===== src/audio_regs_pkg.sv =====
// Register map, reset values and timing constants for the audio rate, gain and count register bank.
package audio_regs_pkg;
    // Printed offsets are register indexes; byte address is four times the index.
    localparam int ADDR_W = 8;
    localparam logic [5:0] IDX_PLAY_RATE = 6'h02;
    localparam logic [5:0] IDX_REC_RATE = 6'h03;
    localparam logic [5:0] IDX_VOICE_ATT = 6'h04;
    localparam logic [5:0] IDX_SYNTH_ATT = 6'h05;
    localparam logic [5:0] IDX_SER1_ATT = 6'h06;
    localparam logic [5:0] IDX_SER0_ATT = 6'h07;
    localparam logic [5:0] IDX_PLAY_BASE = 6'h08;
    localparam logic [5:0] IDX_PLAY_CUR = 6'h09;
    localparam logic [5:0] IDX_REC_BASE = 6'h0a;
    localparam logic [5:0] IDX_REC_CUR = 6'h0b;
    localparam logic [5:0] IDX_TICK_BASE = 6'h0c;
    localparam logic [5:0] IDX_TICK_CUR = 6'h0d;
    localparam logic [5:0] IDX_CONTROL = 6'h10;
    localparam logic [5:0] IDX_EFF_REC_RATE = 6'h11;
    localparam logic [5:0] IDX_IRQ_STATUS = 6'h12;
    localparam logic [5:0] IDX_IRQ_MASK = 6'h13;
    // Control register fields.
    localparam int CTL_PLAY_EN = 0;
    localparam int CTL_REC_EN = 1;
    localparam int CTL_TICK_EN = 2;
    localparam int CTL_TICK_SEL = 3;
    localparam int CTL_INDEP_RATE = 4;
    // Interrupt status fields.
    localparam int IRQ_PLAY = 0;
    localparam int IRQ_REC = 1;
    localparam int IRQ_TICK = 2;
    // Attenuation register fields.
    localparam int ATT_LEFT_MUTE = 15;
    localparam int ATT_LEFT_LSB = 8;
    localparam int ATT_RIGHT_MUTE = 7;
    localparam int ATT_RIGHT_LSB = 0;
    localparam int ATT_W = 6;
    // Reset values.
    localparam logic [15:0] RATE_RESET = 16'h1f40;
    localparam logic [15:0] ATT_RESET = 16'h8080;
    localparam logic [15:0] COUNT_RESET = 16'h0000;
    localparam logic [1:0] RESP_OKAY = 2'h0;
    localparam logic [1:0] RESP_SLVERR = 2'h2;
    // Timebase: 10 us short period, 100 ms long period, at the system clock rate.
    localparam int CLK_HZ = 50000000;
    localparam int SHORT_PERIOD_US = 10;
    localparam int LONG_PERIOD_MS = 100;
    localparam int SHORT_PERIOD_CYCLES = CLK_HZ / 1000000 * SHORT_PERIOD_US;
    localparam int LONG_PERIOD_CYCLES = CLK_HZ / 1000 * LONG_PERIOD_MS;
endpackage


===== src/audio_rate_gain_count_regs.sv =====
// AXI4-Lite register bank holding sample rates, source attenuation and DMA and timer counters.
//
// Behaviour
// - The playback rate is a 16-bit field in hertz, any value 4 kHz to 55.2 kHz with 1 Hz steps accepted.
// - The playback rate resets to 8000 Hz.
// - The capture rate is a 16-bit field in hertz with the same range and resolution.
// - With the independent capture rate bit clear, capture runs at the playback rate.
// - The capture rate resets to 8000 Hz.
// - Every source has 6-bit left and right attenuation, 1.5 dB per step from 0 dB.
// - Both serial input attenuation fields use that same scale.
// - Each 6-bit field spans 0 dB at code zero to 94.5 dB at full code.
// - Each mute bit passes its channel when 0 and silences it when 1, left and right independently.
// - A timer base write loads the timer current count, which decrements once per period while enabled.
// - The count after the timer reaches zero interrupts and reloads from the base.
// - The timer period is 10 us or 100 ms, chosen by the period select bit.
`timescale 1ns/10ps
module audio_rate_gain_count_regs
    import audio_regs_pkg::*;
#(
    parameter int LONG_CYCLES = LONG_PERIOD_CYCLES,
    parameter int SHORT_CYCLES = SHORT_PERIOD_CYCLES
) (
    input wire logic aclk,
    input wire logic aresetn,
    input wire logic [ADDR_W-1:0] s_axi_awaddr,
    input wire logic s_axi_awvalid,
    output logic s_axi_awready,
    input wire logic [31:0] s_axi_wdata,
    input wire logic [3:0] s_axi_wstrb,
    input wire logic s_axi_wvalid,
    output logic s_axi_wready,
    output logic [1:0] s_axi_bresp,
    output logic s_axi_bvalid,
    input wire logic s_axi_bready,
    input wire logic [ADDR_W-1:0] s_axi_araddr,
    input wire logic s_axi_arvalid,
    output logic s_axi_arready,
    output logic [31:0] s_axi_rdata,
    output logic [1:0] s_axi_rresp,
    output logic s_axi_rvalid,
    input wire logic s_axi_rready,
    input wire logic play_dma_beat,
    input wire logic rec_dma_beat,
    output logic [15:0] play_rate_hz,
    output logic [15:0] rec_rate_hz,
    output logic [15:0] voice_atten,
    output logic [15:0] synth_atten,
    output logic [15:0] serial1_atten,
    output logic [15:0] serial0_atten,
    output logic play_channel_enable,
    output logic rec_channel_enable,
    output logic irq
);
    logic [15:0] prate_reg, prate_next, crate_reg, crate_next;
    logic [15:0] att_reg [4];
    logic [15:0] att_next [4];
    logic [15:0] pbase_reg, pbase_next, pcur_reg, pcur_next;
    logic [15:0] cbase_reg, cbase_next, ccur_reg, ccur_next;
    logic [15:0] tbase_reg, tbase_next, tcur_reg, tcur_next;
    logic [4:0] ctl_reg, ctl_next;
    logic [2:0] stat_reg, stat_next, mask_reg, mask_next;
    logic [31:0] div_reg, div_next;
    logic [ADDR_W-1:0] awaddr_reg, awaddr_next;
    logic [31:0] wdata_reg, wdata_next;
    logic [3:0] wstrb_reg, wstrb_next;
    logic aw_have_reg, aw_have_next, w_have_reg, w_have_next, bvalid_reg, bvalid_next;
    logic [1:0] bresp_reg, bresp_next, rresp_reg, rresp_next;
    logic rvalid_reg, rvalid_next;
    logic [31:0] rdata_reg, rdata_next;
    logic wr_fire, tick, pbeat_sync1, pbeat_sync2, cbeat_sync1, cbeat_sync2;
    logic [5:0] widx, ridx;
    logic [15:0] wval;
    logic [2:0] ev;
    logic [31:0] rd_val;
    logic rd_hit, wr_hit;

    assign s_axi_awready = !aw_have_reg && !bvalid_reg;
    assign s_axi_wready = !w_have_reg && !bvalid_reg;
    assign s_axi_arready = !rvalid_reg;
    assign s_axi_bvalid = bvalid_reg;
    assign s_axi_bresp = bresp_reg;
    assign s_axi_rvalid = rvalid_reg;
    assign s_axi_rdata = rdata_reg;
    assign s_axi_rresp = rresp_reg;
    assign wr_fire = aw_have_reg && w_have_reg;
    assign widx = awaddr_reg[7:2];
    assign ridx = s_axi_araddr[7:2];

    assign play_rate_hz = prate_reg;
    assign rec_rate_hz = ctl_reg[CTL_INDEP_RATE] ? crate_reg : prate_reg;
    // Attenuation codes and mute bits go straight to the mixer; 1.5 dB per code step, mute bit wins.
    assign voice_atten = att_reg[0];
    assign synth_atten = att_reg[1];
    assign serial1_atten = att_reg[2];
    assign serial0_atten = att_reg[3];
    assign play_channel_enable = ctl_reg[CTL_PLAY_EN];
    assign rec_channel_enable = ctl_reg[CTL_REC_EN];
    assign irq = |(stat_reg & mask_reg);

    // Low 16 bits of the held write data, taken whole with no strobe merge; the upper lanes hold nothing.
    always_comb begin
        wval = 16'h0000;
        wval[7:0] = wdata_reg[7:0];
        wval[15:8] = wdata_reg[15:8];
    end

    always_comb begin
        rd_hit = 1'b1;
        rd_val = 32'h0000_0000;
        unique case (ridx)
            IDX_PLAY_RATE: rd_val[15:0] = prate_reg;
            IDX_REC_RATE: rd_val[15:0] = crate_reg;
            IDX_VOICE_ATT: rd_val[15:0] = att_reg[0];
            IDX_SYNTH_ATT: rd_val[15:0] = att_reg[1];
            IDX_SER1_ATT: rd_val[15:0] = att_reg[2];
            IDX_SER0_ATT: rd_val[15:0] = att_reg[3];
            IDX_PLAY_BASE: rd_val[15:0] = pbase_reg;
            IDX_PLAY_CUR: rd_val[15:0] = pcur_reg;
            IDX_REC_BASE: rd_val[15:0] = cbase_reg;
            IDX_REC_CUR: rd_val[15:0] = ccur_reg;
            IDX_TICK_BASE: rd_val[15:0] = tbase_reg;
            IDX_TICK_CUR: rd_val[15:0] = tcur_reg;
            IDX_CONTROL: rd_val[4:0] = ctl_reg;
            IDX_EFF_REC_RATE: rd_val[15:0] = rec_rate_hz;
            IDX_IRQ_STATUS: rd_val[2:0] = stat_reg;
            IDX_IRQ_MASK: rd_val[2:0] = mask_reg;
            default: rd_hit = 1'b0;
        endcase
    end

    // Timebase divider: one enable pulse per selected period, restarted while the timer is off.
    always_comb begin
        tick = 1'b0;
        div_next = div_reg + 32'd1;
        if (!ctl_reg[CTL_TICK_EN]) begin
            div_next = 32'd0;
        end else if (div_reg >= (ctl_reg[CTL_TICK_SEL] ? 32'(LONG_CYCLES - 1) : 32'(SHORT_CYCLES - 1))) begin
            div_next = 32'd0;
            tick = 1'b1;
        end
    end

    always_comb begin
        awaddr_next = awaddr_reg;
        wdata_next = wdata_reg;
        wstrb_next = wstrb_reg;
        aw_have_next = aw_have_reg;
        w_have_next = w_have_reg;
        bvalid_next = bvalid_reg;
        bresp_next = bresp_reg;
        rvalid_next = rvalid_reg;
        rdata_next = rdata_reg;
        rresp_next = rresp_reg;
        prate_next = prate_reg;
        crate_next = crate_reg;
        att_next = att_reg;
        pbase_next = pbase_reg;
        pcur_next = pcur_reg;
        cbase_next = cbase_reg;
        ccur_next = ccur_reg;
        tbase_next = tbase_reg;
        tcur_next = tcur_reg;
        ctl_next = ctl_reg;
        mask_next = mask_reg;
        ev = 3'b000;
        wr_hit = 1'b1;
        if (s_axi_awvalid && s_axi_awready) begin
            awaddr_next = s_axi_awaddr;
            aw_have_next = 1'b1;
        end
        if (s_axi_wvalid && s_axi_wready) begin
            wdata_next = s_axi_wdata;
            wstrb_next = s_axi_wstrb;
            w_have_next = 1'b1;
        end
        if (s_axi_bvalid && s_axi_bready) begin
            bvalid_next = 1'b0;
        end
        if (s_axi_rvalid && s_axi_rready) begin
            rvalid_next = 1'b0;
        end
        if (s_axi_arvalid && s_axi_arready) begin
            rvalid_next = 1'b1;
            rdata_next = rd_val;
            rresp_next = rd_hit ? RESP_OKAY : RESP_SLVERR;
        end
        // Counters run first so that a register write in the same cycle takes precedence.
        if (ctl_reg[CTL_PLAY_EN] && pbeat_sync2) begin
            pcur_next = (pcur_reg == 16'h0000) ? pbase_reg : pcur_reg - 16'h0001;
            ev[IRQ_PLAY] = (pcur_reg == 16'h0000);
        end
        if (ctl_reg[CTL_REC_EN] && cbeat_sync2) begin
            ccur_next = (ccur_reg == 16'h0000) ? cbase_reg : ccur_reg - 16'h0001;
            ev[IRQ_REC] = (ccur_reg == 16'h0000);
        end
        if (tick) begin
            tcur_next = (tcur_reg == 16'h0000) ? tbase_reg : tcur_reg - 16'h0001;
            ev[IRQ_TICK] = (tcur_reg == 16'h0000);
        end
        if (wr_fire) begin
            aw_have_next = 1'b0;
            w_have_next = 1'b0;
            bvalid_next = 1'b1;
            if (wstrb_reg[1:0] == 2'b11) begin
                // Sixteen-bit registers update only on a full low half-word; partial writes are dropped.
                unique case (widx)
                    IDX_PLAY_RATE: prate_next = wval;
                    IDX_REC_RATE: crate_next = wval;
                    IDX_VOICE_ATT: att_next[0] = wval & 16'hbfbf;
                    IDX_SYNTH_ATT: att_next[1] = wval & 16'hbfbf;
                    IDX_SER1_ATT: att_next[2] = wval & 16'hbfbf;
                    IDX_SER0_ATT: att_next[3] = wval & 16'hbfbf;
                    IDX_PLAY_BASE: begin
                        pbase_next = wval;
                        pcur_next = wval;
                    end
                    IDX_PLAY_CUR: pcur_next = wval;
                    IDX_REC_BASE: begin
                        cbase_next = wval;
                        ccur_next = wval;
                    end
                    IDX_REC_CUR: ccur_next = wval;
                    IDX_TICK_BASE: begin
                        tbase_next = wval;
                        tcur_next = wval;
                    end
                    IDX_TICK_CUR: tcur_next = wval;
                    IDX_CONTROL: ctl_next = wval[4:0];
                    IDX_EFF_REC_RATE: ;
                    IDX_IRQ_STATUS: ;
                    IDX_IRQ_MASK: mask_next = wval[2:0];
                    default: wr_hit = 1'b0;
                endcase
            end
            bresp_next = wr_hit ? RESP_OKAY : RESP_SLVERR;
        end
    end

    // A new event wins over a write-one-to-clear in the same cycle.
    always_comb begin
        stat_next = stat_reg | ev;
        if (wr_fire && widx == IDX_IRQ_STATUS && wstrb_reg[0]) begin
            stat_next = (stat_reg & ~wdata_reg[2:0]) | ev;
        end
    end

    always_ff @(posedge aclk) begin
        if (!aresetn) begin
            pbeat_sync1 <= 1'b0;
            pbeat_sync2 <= 1'b0;
            cbeat_sync1 <= 1'b0;
            cbeat_sync2 <= 1'b0;
            awaddr_reg <= '0;
            wdata_reg <= 32'h0000_0000;
            wstrb_reg <= 4'h0;
            aw_have_reg <= 1'b0;
            w_have_reg <= 1'b0;
            bvalid_reg <= 1'b0;
            bresp_reg <= RESP_OKAY;
            rvalid_reg <= 1'b0;
            rdata_reg <= 32'h0000_0000;
            rresp_reg <= RESP_OKAY;
            prate_reg <= RATE_RESET;
            crate_reg <= RATE_RESET;
            for (int i = 0; i < 4; i++) begin
                att_reg[i] <= ATT_RESET;
            end
            pbase_reg <= COUNT_RESET;
            pcur_reg <= COUNT_RESET;
            cbase_reg <= COUNT_RESET;
            ccur_reg <= COUNT_RESET;
            tbase_reg <= COUNT_RESET;
            tcur_reg <= COUNT_RESET;
            ctl_reg <= 5'h00;
            stat_reg <= 3'h0;
            mask_reg <= 3'h0;
            div_reg <= 32'd0;
        end else begin
            pbeat_sync1 <= play_dma_beat;
            pbeat_sync2 <= pbeat_sync1;
            cbeat_sync1 <= rec_dma_beat;
            cbeat_sync2 <= cbeat_sync1;
            awaddr_reg <= awaddr_next;
            wdata_reg <= wdata_next;
            wstrb_reg <= wstrb_next;
            aw_have_reg <= aw_have_next;
            w_have_reg <= w_have_next;
            bvalid_reg <= bvalid_next;
            bresp_reg <= bresp_next;
            rvalid_reg <= rvalid_next;
            rdata_reg <= rdata_next;
            rresp_reg <= rresp_next;
            prate_reg <= prate_next;
            crate_reg <= crate_next;
            att_reg <= att_next;
            pbase_reg <= pbase_next;
            pcur_reg <= pcur_next;
            cbase_reg <= cbase_next;
            ccur_reg <= ccur_next;
            tbase_reg <= tbase_next;
            tcur_reg <= tcur_next;
            ctl_reg <= ctl_next;
            stat_reg <= stat_next;
            mask_reg <= mask_next;
            div_reg <= div_next;
        end
    end
endmodule // audio_rate_gain_count_regs


===== config.mk =====
export PLATFORM = sky130hd
export DESIGN_NAME = audio_rate_gain_count_regs
export DESIGN_NICKNAME = d
export VERILOG_FILES = /design/src/audio_regs_pkg.sv /design/src/audio_rate_gain_count_regs.sv
export SDC_FILE = /design/constraint.sdc
export NUM_CORES = 1
export LEC_CHECK = 0
export BUFFER_PORTS_ARGS = -buffer_cell sky130_fd_sc_hd__buf_4
export CAP_MARGIN = 25
export CORE_MARGIN = 3
export CORE_UTILIZATION = 30
export DETAILED_ROUTE_END_ITERATION = 8
export PLACE_DENSITY = 0.48
export SKIP_LAST_GASP = 1
export SYNTH_ARGS = -nofsm -noshare
export SYNTH_HDL_FRONTEND = slang
export SYNTH_SLANG_ARGS = --single-unit

===== constraint.sdc =====
create_clock -name aclk -period 4.55 [get_ports aclk]
set_clock_uncertainty 0.15 [all_clocks]
set_input_delay 0.2275 -clock aclk [delete_from_list [all_inputs] [get_ports aclk]]
set_output_delay 0.2275 -clock aclk [all_outputs]
set_load 0.005 [all_outputs]

==> out/metrics.cfg <==
[outcome]
status = complete, no violations

[layout]
largest_reg_flops = 32
diodes = 0
nFillCells = 4573
layout.nets = 1878
drive_above_1_share = 0.152
syn2layout_area_growth_pct = 22.7
final_area_um2 = 16700

[floorplan]
core_um2 = 44500
fp.dieH_um = 219
dieWidth_um = 219
rows = 77
start_util = 0.305
io_pins = 201
die_area_um2 = 47900

[clock_network]
htreeDepth = 2
tritoncts = done
ctsResizeCount = 0
worstSkewPairLatency_ps = 540
clock_sinks = 277
root_buffer = clkbuf_16
clkTransAtPathRegs_ps = 60
clock_path_buffers = 3
cts_buffers = 34

[yosys]
syn-cell-area_um2 = 13600
synth_area_per_cell_um2 = 8.13
synth_seq_area_share = 0.408
synth-seq-cells = 277
synthArstFlopShare = 0
syn_inst = 1672
synth-warning-count = 0
synth_edf_count = 0
yosysUniqueCellTypes = 73
synth_flop_cell = dfxtp_1

[global_route]
antenna_found_initial = 0
grt_pass1_wl_um = 81100
grt_max_degree = 140
grt_remaining_overflow = 0
grt_pass1_vias = 12233
grt_usage = 0.222

[place]
place_area_um2 = 15200
gp_congestion = 0.887
place_hpwl_um = 38700
portBuffers = 152

[sta]
fmax_ghz = 0.334
hold_violations = 0
fin_setup_tns_ps = 0
layout_min_cycle_time_ps = 3000
report.final.slew_viol_count = 0
tightest_slew_ps = 1050
rsz0062_at_grt = no
setup_violations = 0
fin_crit_sh = 0.658
max-slew-margin-rel = 0.301

[pwr]
ir_worst_vdd_v = 0.000203
powerDensity_nw_per_um2 = 338
p_leak_uw = 0.00638

[route]
wirelength_um = 55100
detail-route-antenna-nets = 0
avgViaCountPerCell = 5.47
remaining_drc_errors = 0
wire_per_inst_um = 22.8
via_count = 13218
drt-initial-drc-count = 1129
drt_pre_antenna_iters = 6

[job]
max-cap-violations = 0

[setup_path]
critical_path_class = register to register
crit_path_start_kind = register
cp.required_ps = 4870
worstPathMaxFanout = 24
arrival_ps = 3310
cp-end-kind = register

[min_path]
min_path_type = input pin to register

where the power goes:
part	internal [uW]	total, uW	switching [uW]	leakage [uW]
combinational	88.0	227	139	0.00356
sequential	2450	2530	83.2	0.00224
clock	1770	2870	1100	0.000582
total	4310	5630	1330	0.00638
synth_stat cells, drive strengths merged (12+ instances only):
cell type,n,area (um2)
buf,35,257
nor3,25,125
and3,16,100
o21ai,86,430
dfxtp,277,5550
o211ai,16,120
a21oi,119,596
nand2,266,998
xor2,12,105
a222oi,13,130
mux2,25,285
nor2,167,629
mux2i,93,931
nand3,60,300
a22oi,56,425
nor4,15,100
inv,20,75.1
a31oi,27,169
and2,21,131
ha,17,213
clkbuf,116,435
nand4,25,156
repair_timing:
action,CTS,global route
hold buffers,30,0
buffers inserted,0,0
endpoints found under the hold margin,30,0
layer usage:
metal / track usage / part of all wire / routed length (um)
met2: 0.342 / 0.44 / 24400
met4: 0.0732 / 0.032 / 1750
met3: 0.0451 / 0.072 / 3970
met5: 0 / 0 / 0
met1: 0.311 / 0.45 / 25000
placed cells by master, fill, tap and decap left out, types with 11 or more instances in the layout:
cell type / instances
a21oi_1: 119
a221oi_1: 11
a222oi_1: 13
a22oi_1: 55
a31oi_1: 27
and2_1: 20
and3_1: 16
buf_4: 176
clkbuf_16: 35
conb_1: 34
dfxtp_1: 277
dlygate4sd3_1: 30
ha_1: 17
inv_1: 19
mux2_2: 24
mux2i_1: 93
nand2_1: 266
nand2b_1: 11
nand3_1: 60
nand4_1: 25
nor2_1: 165
nor3_1: 23
nor4_1: 14
o211ai_1: 16
o21ai_0: 86
xnor2_1: 11
xor2_1: 12
layout make-up:
class / count / area (um2) / area share
Tap cell: 592 / 741 / 0.0444
Multi-Input combinational cell: 1257 / 7440 / 0.446
Timing Repair Buffer: 210 / 1700 / 0.102
Sequential cell: 277 / 5550 / 0.333
Clock inverter: 11 / 159 / 0.00953
Clock buffer: 50 / 1010 / 0.0607
Inverter: 20 / 77.6 / 0.00465
path summary, 6_finish.rpt:
| kind | start | end | slack [ps] | cells after the start |
|---|---|---|---|---|
| setup / recovery | ctl_reg[3] | div_reg[22] | 1550 | 9 |
| hold / removal | s_axi_araddr[7] | s_axi_rdata[13] | 20 | 4 |
| setup reg to reg | ctl_reg[3] | div_reg[22] | 1550 | 9 |
| hold reg to reg | pbeat_sync1 | pbeat_sync2 | 290 | 1 |
metrics by stage:
stage | utilization | hold slack [ps] | instances | power [uW] | worst slack (ps)
global route | 0.375 | 71.9 | 2417 | 5790 | 1320
finish | 0.375 | 23.4 | 2417 | 5630 | 1550
floorplan | - | 205 | 1705 | 2670 | 1890
global placement | 0.340 | 277 | 2323 | 2790 | 1580
detailed placement | 0.341 | 280 | 2325 | 2790 | 1500
CTS | 0.374 | 38.6 | 2416 | 5680 | 1510
critical path, cell delays in order, from the launching register on:
cell      delay [ps]
dfxtp_1          500
inv_1            240
ha_1             350
or4_1            460
o211ai_1         110
o211a_1          290
and2_1           310
nand3_1          110
buf_4            260
nor2_1           140
kinds of logic (layout without fill, tap and decap cells):
family	Yosys count	after routing	synth area share
xor gates and xnor gates	23	23	0.0148
DFF	277	277	0.408
buffers and inverters	171	291	0.0564
adders and majority gates	17	17	0.0156
AOI/OAI and AO/OA	401	401	0.190
other	1	34	0.000276
and+or+nand+nor	664	664	0.226
muxes	118	118	0.0895
Note: power is estimated with default switching activity, not from simulation.
